<file path="src/mpc_pkg.sv">
package mpc_pkg;

  // Power sequencer states.
  typedef enum logic [2:0] {
    ST_RESET   = 3'h0,  // Module held in reset.
    ST_SEQ     = 3'h1,  // Onboard power-up sequencing running.
    ST_RUN     = 3'h2,  // Module released and running.
    ST_OFF     = 3'h3   // Operator asked for power off.
  } mpc_state_type;

  // Synchronised carrier inputs travel together.
  typedef struct packed {
    logic supply_good;   // Power good, high means rails are good.
    logic button_n;      // Power button, active low.
  } mpc_inputs_type;

  // Sequencing time per step, in nanoseconds.
  localparam int SEQ_STEP_NS = 1000;
  localparam int CLK_PERIOD_NS = 20;
  localparam int SEQ_STEP_CYCLES = (SEQ_STEP_NS + CLK_PERIOD_NS - 1) / CLK_PERIOD_NS;
  localparam int SEQ_CNT_W = 8;
  localparam logic [SEQ_CNT_W-1:0] SEQ_CNT_LAST = SEQ_CNT_W'(SEQ_STEP_CYCLES - 1);
  localparam logic [SEQ_CNT_W-1:0] SEQ_CNT_ZERO = 8'h00;
  localparam logic [SEQ_CNT_W-1:0] SEQ_CNT_ONE = 8'h01;

endpackage : mpc_pkg

</file>
<file path="src/mpc_power_control.sv">
`timescale 1ns/1ps
// How it works
// RULE1: Power good high starts onboard sequencing.
// RULE2: Held in reset while power good low.
// RULE3: Carrier keeps power good low until stable.
// RULE4: Carrier delays power good about 100ms.
// RULE5: Carrier drives low, then floats power good.
// RULE6: Undriven power good still completes sequencing.
// RULE7: Active-low output requests supply main outputs.
// RULE8: Carrier inverts supply-on before supply enable.
// RULE9: Carrier supplies debounced active-low button level.
// RULE10: Button press toggles power on or off.
// RULE11: Link output is AND of speed indicators.
// RULE12: No link indication at 10 Mb.
// RULE13: Carrier inputs synchronised before any use.
module mpc_power_control
  import mpc_pkg::*;
(
  input wire logic clk_sys,          // System clock, 50 MHz.
  input wire logic reset,            // Asynchronous reset, active high.
  input wire logic supply_good_in,   // Power good from carrier, pulled high when undriven.
  input wire logic power_button_n,   // Debounced power button, active low.
  input wire logic eth_link_fast_n,  // 100 Mb link indicator, active low.
  input wire logic eth_link_gig_n,   // 1 Gb link indicator, active low.
  output logic supply_on_n,          // Supply main outputs request, active low.
  output logic module_reset_n,       // Module reset, active low.
  output logic eth_link_any_n        // Combined link indicator, active low.
);

  // Two-stage synchronisers; the first stage is read only by the second.
  mpc_inputs_type sync1_reg, sync1_next;  // First synchroniser stage.
  mpc_inputs_type sync2_reg, sync2_next;  // Second synchroniser stage, safe to use.
  logic button_last_reg, button_last_next;  // Previous button level for edge detect.
  mpc_state_type state_reg, state_next;   // Sequencer state.
  logic [SEQ_CNT_W-1:0] cnt_reg, cnt_next;  // Sequencing step timer.
  logic supply_on_n_reg, supply_on_n_next;  // Registered supply request.
  logic rst_n_reg, rst_n_next;            // Registered module reset.
  logic link_reg, link_next;              // Registered combined link.
  logic press;                            // One-cycle button press event.

  // Synchroniser next values.
  always_comb begin
    sync1_next = '{supply_good: supply_good_in, button_n: power_button_n}; // RULE13
    sync2_next = sync1_reg;  // RULE13
    // The button history feeds the edge detector below.
    button_last_next = sync2_reg.button_n;
  end

  // Synchroniser registers; idle levels assume no power and a released button.
  always_ff @(posedge clk_sys or posedge reset) begin
    if (reset) begin
      sync1_reg <= '{supply_good: 1'b0, button_n: 1'b1};
      sync2_reg <= '{supply_good: 1'b0, button_n: 1'b1};
      button_last_reg <= 1'b1;
    end else begin
      sync1_reg <= sync1_next;
      sync2_reg <= sync2_next;
      button_last_reg <= button_last_next;
    end
  end

  // A press is the falling edge of the synchronised button level.
  // The history resets to the released level, so leaving reset never makes a false press.
  assign press = button_last_reg & ~sync2_reg.button_n;  // RULE10

  // Sequencer next-state logic.
  always_comb begin
    state_next = state_reg;
    cnt_next = cnt_reg;
    supply_on_n_next = 1'b1;
    rst_n_next = 1'b0;
    case (state_reg)
      ST_RESET: begin
        // Low power good keeps everything held; the pull-up makes an open pin count as good.
        cnt_next = SEQ_CNT_ZERO;
        if (sync2_reg.supply_good) begin
          state_next = ST_SEQ;  // RULE1 RULE6
        end
      end
      ST_SEQ: begin
        // Supply requested first, reset released only after the step timer.
        supply_on_n_next = 1'b0;  // RULE7
        cnt_next = cnt_reg + SEQ_CNT_ONE;
        if (cnt_reg == SEQ_CNT_LAST) begin
          state_next = ST_RUN;
        end
      end
      ST_RUN: begin
        // Module runs with reset released; a press asks for power off.
        supply_on_n_next = 1'b0;  // RULE7
        rst_n_next = 1'b1;
        if (press) begin
          state_next = ST_OFF;  // RULE10
        end
      end
      ST_OFF: begin
        // Staying off until the next press; firmware policy could change this response.
        if (press) begin
          state_next = ST_RESET;  // RULE10
        end
      end
      default: begin
        // Unused state codes fall back to the held state.
        state_next = ST_RESET;
      end
    endcase
    // Power good low overrides every state except ST_OFF and holds reset.
    // The supply request lingers one more cycle; only the module reset must drop at once.
    if (!sync2_reg.supply_good && state_reg != ST_OFF) begin
      state_next = ST_RESET;  // RULE2
      rst_n_next = 1'b0;  // RULE2
    end
    // Active-low AND: either speed's link low makes the output low; 10 Mb shows none.
    link_next = eth_link_fast_n & eth_link_gig_n;  // RULE11 RULE12
  end

  // Sequencer registers.
  // This process only registers; every decision is made in the process above.
  always_ff @(posedge clk_sys or posedge reset) begin
    if (reset) begin
      state_reg <= ST_RESET;
      cnt_reg <= SEQ_CNT_ZERO;
      supply_on_n_reg <= 1'b1;
      rst_n_reg <= 1'b0;
      link_reg <= 1'b1;
    end else begin
      state_reg <= state_next;
      cnt_reg <= cnt_next;
      supply_on_n_reg <= supply_on_n_next;
      rst_n_reg <= rst_n_next;
      link_reg <= link_next;
    end
  end

  // Every output comes straight from its register, so the carrier never sees a decode glitch.
  assign supply_on_n = supply_on_n_reg;
  assign module_reset_n = rst_n_reg;
  assign eth_link_any_n = link_reg;

  // The checks below watch the registered outputs one edge after the state that drives them.
  // They are disabled during reset, so no check starts from the reset values of the pins.

  // Reset stays asserted one cycle after power good is seen low.
  a_reset_held: assert property (@(posedge clk_sys) disable iff (reset)  // RULE2
    !sync2_reg.supply_good && state_reg != ST_OFF |=> !module_reset_n)
    else $error("Module reset released while power good low.");

  // Power good seen in the held state starts sequencing on the next edge.
  a_seq_start: assert property (@(posedge clk_sys) disable iff (reset)  // RULE1
    state_reg == ST_RESET && sync2_reg.supply_good |=> state_reg == ST_SEQ)
    else $error("Sequencing did not start on power good.");

  // Supply request low during sequencing.
  a_supply_on: assert property (@(posedge clk_sys) disable iff (reset)  // RULE7
    state_reg == ST_SEQ |=> !supply_on_n)
    else $error("Supply request not asserted during sequencing.");

  // A press while running turns power off.
  a_button_off: assert property (@(posedge clk_sys) disable iff (reset)  // RULE10
    state_reg == ST_RUN && press && sync2_reg.supply_good |=> state_reg == ST_OFF)
    else $error("Button press did not request power off.");

  // Combined link follows the AND of both indicators one cycle later.
  a_link_and: assert property (@(posedge clk_sys) disable iff (reset)  // RULE11
    1'b1 |=> eth_link_any_n == ($past(eth_link_fast_n) & $past(eth_link_gig_n)))
    else $error("Combined link is not the AND of speed indicators.");

  // Both indicators idle means no link shown.
  a_link_slow: assert property (@(posedge clk_sys) disable iff (reset)  // RULE12
    eth_link_fast_n && eth_link_gig_n |=> eth_link_any_n)
    else $error("Link shown without fast or gigabit link.");

  // Synchronised power good lags the pin by two cycles.
  a_sync_delay: assert property (@(posedge clk_sys) disable iff (reset)  // RULE13
    1'b1 |-> ##2 sync2_reg.supply_good == $past(supply_good_in, 2))
    else $error("Power good synchroniser delay wrong.");

  // Synchronised button lags the pin by two cycles.
  a_sync_button: assert property (@(posedge clk_sys) disable iff (reset)  // RULE13
    1'b1 |-> ##2 sync2_reg.button_n == $past(power_button_n, 2))
    else $error("Button synchroniser delay wrong.");

  // Stable power good completes sequencing and releases reset in bounded time.
  // The window leaves room for the whole step and the output register.
  a_seq_done: assert property (@(posedge clk_sys) disable iff (reset)  // RULE6
    (state_reg == ST_SEQ && cnt_reg == SEQ_CNT_ZERO && sync2_reg.supply_good)
    ##1 sync2_reg.supply_good [*7]
    |-> ##[1:60] (module_reset_n || !sync2_reg.supply_good))
    else $error("Sequencing did not complete.");

  // The last step of the timer moves the sequencer to the running state.
  a_seq_exit: assert property (@(posedge clk_sys) disable iff (reset)  // RULE1
    state_reg == ST_SEQ && cnt_reg == SEQ_CNT_LAST && sync2_reg.supply_good
    |=> state_reg == ST_RUN)
    else $error("Sequencing did not end after its last step.");

  // The module stays in reset while sequencing runs.
  a_seq_held: assert property (@(posedge clk_sys) disable iff (reset)  // RULE1
    state_reg == ST_SEQ |=> !module_reset_n)
    else $error("Module reset released before sequencing ended.");

  // Running with good power releases the module reset.
  a_run_release: assert property (@(posedge clk_sys) disable iff (reset)  // RULE1
    state_reg == ST_RUN && sync2_reg.supply_good |=> module_reset_n)
    else $error("Module reset not released while running.");

  // Running keeps the supply requested.
  a_run_supply: assert property (@(posedge clk_sys) disable iff (reset)  // RULE7
    state_reg == ST_RUN |=> !supply_on_n)
    else $error("Supply request dropped while running.");

  // The held state keeps the supply off and the module in reset.
  a_reset_outputs: assert property (@(posedge clk_sys) disable iff (reset)  // RULE2
    state_reg == ST_RESET |=> supply_on_n && !module_reset_n)
    else $error("Outputs not held while in reset.");

  // The off state keeps the supply off and the module in reset.
  a_off_outputs: assert property (@(posedge clk_sys) disable iff (reset)  // RULE10
    state_reg == ST_OFF |=> supply_on_n && !module_reset_n)
    else $error("Outputs not off after a power off request.");

  // A press while off asks for power on again.
  a_button_on: assert property (@(posedge clk_sys) disable iff (reset)  // RULE10
    state_reg == ST_OFF && press |=> state_reg == ST_RESET)
    else $error("Button press did not request power on.");

endmodule : mpc_power_control

</file>
<file path="config.mk">
export PLATFORM = sky130hd
export DESIGN_NAME = mpc_power_control
export DESIGN_NICKNAME = d
export VERILOG_FILES = /design/src/mpc_pkg.sv /design/src/mpc_power_control.sv
export SDC_FILE = /design/constraint.sdc
export NUM_CORES = 1
export LEC_CHECK = 0
export BUFFER_PORTS_ARGS = -buffer_cell sky130_fd_sc_hd__buf_4
export CAP_MARGIN = 40
export CORE_UTILIZATION = 45
export DETAILED_ROUTE_END_ITERATION = 10
export PLACE_DENSITY_LB_ADDON = 0.12
export SYNTH_ARGS = -nofsm -noshare
export SYNTH_HDL_FRONTEND = slang
export SYNTH_SLANG_ARGS = --single-unit
</file>
<file path="constraint.sdc">
create_clock -name clk_sys -period 1.6 [get_ports clk_sys]
set_clock_uncertainty 0.15 [all_clocks]
set_input_delay 0.32 -clock clk_sys [delete_from_list [all_inputs] [get_ports clk_sys]]
set_output_delay 0.32 -clock clk_sys [all_outputs]
set_load 0.05 [all_outputs]
</file>
Word level (Yosys, flattened, before mapping)
Index checks and enable logic that the tools add are counted.
Word-level totals
  register bits: 19
  output and inout port bits: 3
Cells by class
  add/subtract/negate cells: 1
  eq/ne operators: 9
  muxes and demuxes: 10
  bitwise logic cells: 3
  reduce and logical (&&, ||, !) cells: 6
Operators with widths (count)
  8-bit case mux with 2 select lines: 1
  3-bit 2-to-1 mux: 5
  3-bit inequality test (second input constant): 4
  3-bit case mux with 4 select lines: 1
  8-bit by 1-bit adder with 8-bit output (second input constant): 1
  8-bit by 6-bit equality test with 1-bit output (second input constant): 1
  3-bit by 2-bit equality test with 1-bit output (second input constant): 2
  4-bit AND reduction: 1
  3-bit by 1-bit equality test with 1-bit output (second input constant): 1
  3-bit zero test: 1
  1-bit 2-to-1 mux: 3
  3-bit by 2-bit inequality test with 1-bit output (second input constant): 1
  1-bit bitwise AND: 2
  2-bit nonzero test: 1
  2-bit OR reduction: 1
  1-bit logical AND: 1
  1-bit zero test: 1
  1-bit inverter: 1

Depth between registers and ports, before layout
  depth after elaboration: 5
  gate-level depth with buffers: 7
  gate-level depth less buffers: 6

Worst setup path before layout
OpenSTA, ideal clock, no wires.
  path kind: flip-flop to flip-flop
  from: register state_reg[1]
  to: register cnt_reg[6]
  library setup time: 0.129 ns
  arrival: 1.282 ns
  data required time: 1.321 ns
  setup slack: 0.039 ns
  stages on the path, launching flop included: 7
  clock period less this slack: 1.561 ns
  cell sequence: dfrtp_1 inv_1 ha_1 clkbuf_1 nand4_1 o211ai_1 o31ai_1
Between the ends
  cells in the longest elaborated chain, start to end: 2
RTL lines
  from (decl): RTL line mpc_power_control.sv:34  | mpc_state_type state_reg, state_next;
  from (signal assigned): RTL line mpc_power_control.sv:127  | state_reg <= state_next;
  3-bit by 1-bit equality test with 1-bit output or 3-bit zero test (tied branches): RTL line mpc_power_control.sv:72  | case (state_reg)
  8-bit case mux with 2 select lines or 2-bit nonzero test (tied branches)
  to (signal assigned): RTL line mpc_power_control.sv:128  | cnt_reg <= cnt_next;
  to (decl): RTL line mpc_power_control.sv:35  | logic [SEQ_CNT_W-1:0] cnt_reg, cnt_next;
Several ways; a longest one is shown, not always the timed one.
A chain may end at the register's enable or synchronous reset.

Worst setup path in the final report
  from: register cnt_reg[3]
  to: register state_reg[1]
Between the ends
  cells in the longest elaborated chain, start to end: 3
RTL lines
  8-bit by 6-bit equality test with 1-bit output: RTL line mpc_power_control.sv:84  | if (cnt_reg == SEQ_CNT_LAST) begin
  3-bit inequality test (no source line)
  4-bit AND reduction (no source line)
Every way passes these cells.

==> reports/qor.csv <==
stage;metric;value;unit
global_routing;GR met3 Demand/Resource;3.673;%
detailed_routing;routed len/inst;13.00;um
floorplan;Initial Util;50.79;%
global_routing;largest net degree at the start of global routing;19;
critical_path;Crit path top cell by count;o21ai_2;
global_routing;antenna violations before repair;0;
timing;Slew HR;85.57;%
detailed_routing;Initial DRT Pass Iterations;4;
clock_tree;CTS H-tree lvls;1;
floorplan;Row Count;14;
finish;fraction of layout cells with a size suffix above 1;33.70;%
logic_synthesis;Syn Area/Cell;11.44;um^2
finish;Nets;105;
logic_synthesis;synth warn;0;
critical_path;Worst Path Max Fanout;2;
global_routing;vias in the first global route;586;
finish;Layout Cells excl Fill;108;
clock_tree;CTS tree;done;
finish;area growth from synthesis to layout;27.66;%
detailed_routing;DRT Wirelength;1.404;mm
clock_tree;clk_lat worst skew;0.29;ns
detailed_routing;Routed Antenna Nets;0;
pwr;Max VDD drop;0.0008008;V
logic_synthesis;Post-Syn Instances;70;
timing;Final Hold Viols;0;
clock_tree;CTS max path bufs;2;
logic_synthesis;Mapped Area;800.8;um^2
global_routing;Global Route met2 Usage;26.76;%
timing;FMAX;0.6364;GHz
logic_synthesis;Seq/Total Area, Yosys;57.03;%
timing;Worst-Margin Slew;0.2147;ns
critical_path;Crit path buffers/inverters;0;
critical_path;critical path capture point type;flop;
critical_path;Largest delay share family, worst path;simple AND/OR/NAND/NOR gates;
global_routing;GR peak layer;met2;
critical_path;crit-path max cell delay;0.54;ns
floorplan;Die Width;44.19;um
detailed_routing;total number of vias;580;
pwr;Pwr Density;1409;mW/mm^2
pwr;leakage;0.4863;nW
place;post-detail-place hpwl;989.4;um
worst_hold_path;Hold EP;eth_link_any_n$_DFF_PP1_;
critical_path;RR Startpoint;cnt_reg[3]$_DFFE_PP0P_;
clock_tree;Num CTS Buffers;3;
detailed_routing;Vias/cell;5.370;
timing;hold_ws;0.08488;ns
clock_tree;clock-pin slew on the worst setup and hold paths;0.10;ns
finish;antenna fix cells;0;
critical_path;depth of the worst register-to-register path;4;
clock_tree;CTS root buffer;clkbuf_4;
worst_hold_path;hold path depth;2;
critical_path;crit path max-delay cell type;or4_4;
floorplan;die height;44.19;um
finish;Filler cells;126;
critical_path;R2R setup slack;0.03;ns
global_routing;met1 global-route usage;23.53;%
critical_path;worst reg2reg endpoint;state_reg[1]$_DFFE_PP0P_;
outcome;status;finished clean;
floorplan;die area;0.001952;mm^2
place;PortBufs;8;
timing;final setup fails;0;
logic_synthesis;Distinct cells, synth;24;
place;Placed Cells;99;
timing;Final period util;98.21;%
detailed_routing;DRC;0;
global_routing;first-pass GRT wire length;2.470;mm
critical_path;CP Class;reg -> reg;
timing;Fin Setup TNS;0;ns
finish;post-layout util;64.84;%
critical_path;CP arrival;1.59;ns
timing;final slew viol count;0;
run;Max Cap Violations;0;
logic_synthesis;Mapped Nets;82;
critical_path;worst path required time;1.62;ns
floorplan;core region area;0.001577;mm^2
timing;unrepaired setup endpoints after global routing;yes;
timing;minimum clock period;1.571;ns
place;Routability Congestion;0.7818;
floorplan;# IOs;9;
clock_tree;clock sink total;18;
detailed_routing;DRT iter0 DRCs;14;
worst_hold_path;Hold Startpoint;eth_link_gig_n;
global_routing;final global-route overflow total;0;
worst_hold_path;Hold Crit Class;in -> reg;
logic_synthesis;#FFs+latches synth;18;
global_routing;Tot GR Track Use;18.03;%
critical_path;CP startpoint kind;flop;
finish;Largest register FFs;8;
critical_path;critical path cell sequence;or4_4, o21ai_2, o21ai_2, mux2i_1;
==> worst max path at each step <==
stage	start	endpoint	slack, ns	cells after the start
after floorplan	state_reg[1]$_DFFE_PP0P_	cnt_reg[6]$_DFFE_PP0P_	0.04	6
after global placement	state_reg[0]$_DFFE_PP0P_	state_reg[0]$_DFFE_PP0P_	0.04	6
after detailed placement	cnt_reg[7]$_DFFE_PP0P_	state_reg[1]$_DFFE_PP0P_	0.02	4
after CTS	state_reg[0]$_DFFE_PP0P_	state_reg[1]$_DFFE_PP0P_	0.003	6
after global routing	state_reg[1]$_DFFE_PP0P_	state_reg[1]$_DFFE_PP0P_	-0.07	6
final	cnt_reg[3]$_DFFE_PP0P_	state_reg[1]$_DFFE_PP0P_	0.03	4
==> cell usage after synthesis, drive strengths merged <==
library cell | count | area, um^2
o22ai | 1 | 6.260
o211ai | 1 | 7.510
o21ai | 7 | 35.03
nand3 | 4 | 20.02
a22o | 1 | 8.760
clkbuf | 1 | 3.750
and2 | 1 | 6.260
o21a | 1 | 7.510
dfrtp | 13 | 325.3
nor2b | 1 | 6.260
mux2 | 1 | 11.26
nand2 | 6 | 22.52
nor3b | 1 | 7.510
dfstp | 5 | 131.4
nand4 | 2 | 12.51
nor2 | 3 | 11.26
inv | 5 | 18.77
ha | 6 | 75.07
mux2i | 4 | 40.04
xnor2 | 1 | 8.760
or4 | 1 | 7.510
nand2b | 2 | 12.51
o31ai | 2 | 15.01
==> cell type report <==
type,instances,area [um^2],share of cell area (%)
Multi-Input combinational cell,46,340.3,33.29
Sequential cell,18,456.7,44.68
Timing Repair Buffer,19,150.1,14.69
Inverter,5,18.77,1.836
Clock buffer,4,36.28,3.550
Tap cell,16,20.02,1.958
==> cell families (layout without fill, tap and decap cells) <==
| family | after synthesis | count (layout) | synth area share, % |
|---|---|---|---|
| buffers and inverters | 6 | 28 | 2.812 |
| flip-flops | 18 | 18 | 57.03 |
| XOR/XNOR | 1 | 1 | 1.094 |
| multiplexers | 5 | 5 | 6.406 |
| AO/OA/AOI/OAI | 13 | 13 | 10.00 |
| adder cells (fa/ha/maj) | 6 | 6 | 9.375 |
| AND/OR/NAND/NOR | 21 | 21 | 13.28 |
==> power breakdown <==
group	leakage (nW)	internal, mW	switching [mW]
sequential	0.226	0.540	0.0531
clock	0.0210	0.138	0.133
combinational	0.239	0.252	0.324
total	0.486	0.930	0.510
==> what timing repair did <==
item	4_1_cts	5_1_grt
setup buffers	0	2
hold buffers	3	0
resized for setup	1	4
endpoints found under the hold margin	15	0
pin swaps	1	3
setup endpoints to repair	1	4
==> stage by stage <==
| stage | instance area (um^2) | worst slack, ns | total power, mW |
|---|---|---|---|
| floorplan | 800.8 | 0.03886 | 0.9570 |
| global placement | 922.1 | 0.03509 | 1.113 |
| detailed placement | 922.1 | 0.02232 | 1.121 |
| CTS | 992.2 | 0.002980 | 1.422 |
| global route | 1022 | -0.06589 | 1.556 |
| finish | 1022 | 0.02857 | 1.440 |
==> placed cells by master (no fill, tap or decap), types with 2 or more instances in the layout <==
cell | synthesis | final
dfstp_2 | 5 | 5
dfrtp_1 | 13 | 13
o31ai_1 | 2 | 2
nor2_1 | 3 | 3
inv_1 | 5 | 5
buf_4 | 0 | 16
nand4_1 | 2 | 2
nand2_1 | 6 | 6
mux2i_1 | 4 | 4
nand2b_1 | 2 | 2
ha_1 | 6 | 5
nand3_1 | 4 | 4
o21ai_2 | 0 | 2
o21ai_0 | 5 | 5
clkbuf_4 | 0 | 3
dlygate4sd3_1 | 0 | 3
==> routing by layer <==
layer	share of wire, %	up-vias
li1	-	286
met3	2.4	2
met5	0	-
met1	47	282
met4	1.4	0
met2	49	10
No activity file was read; power rests on OpenSTA's default activity.
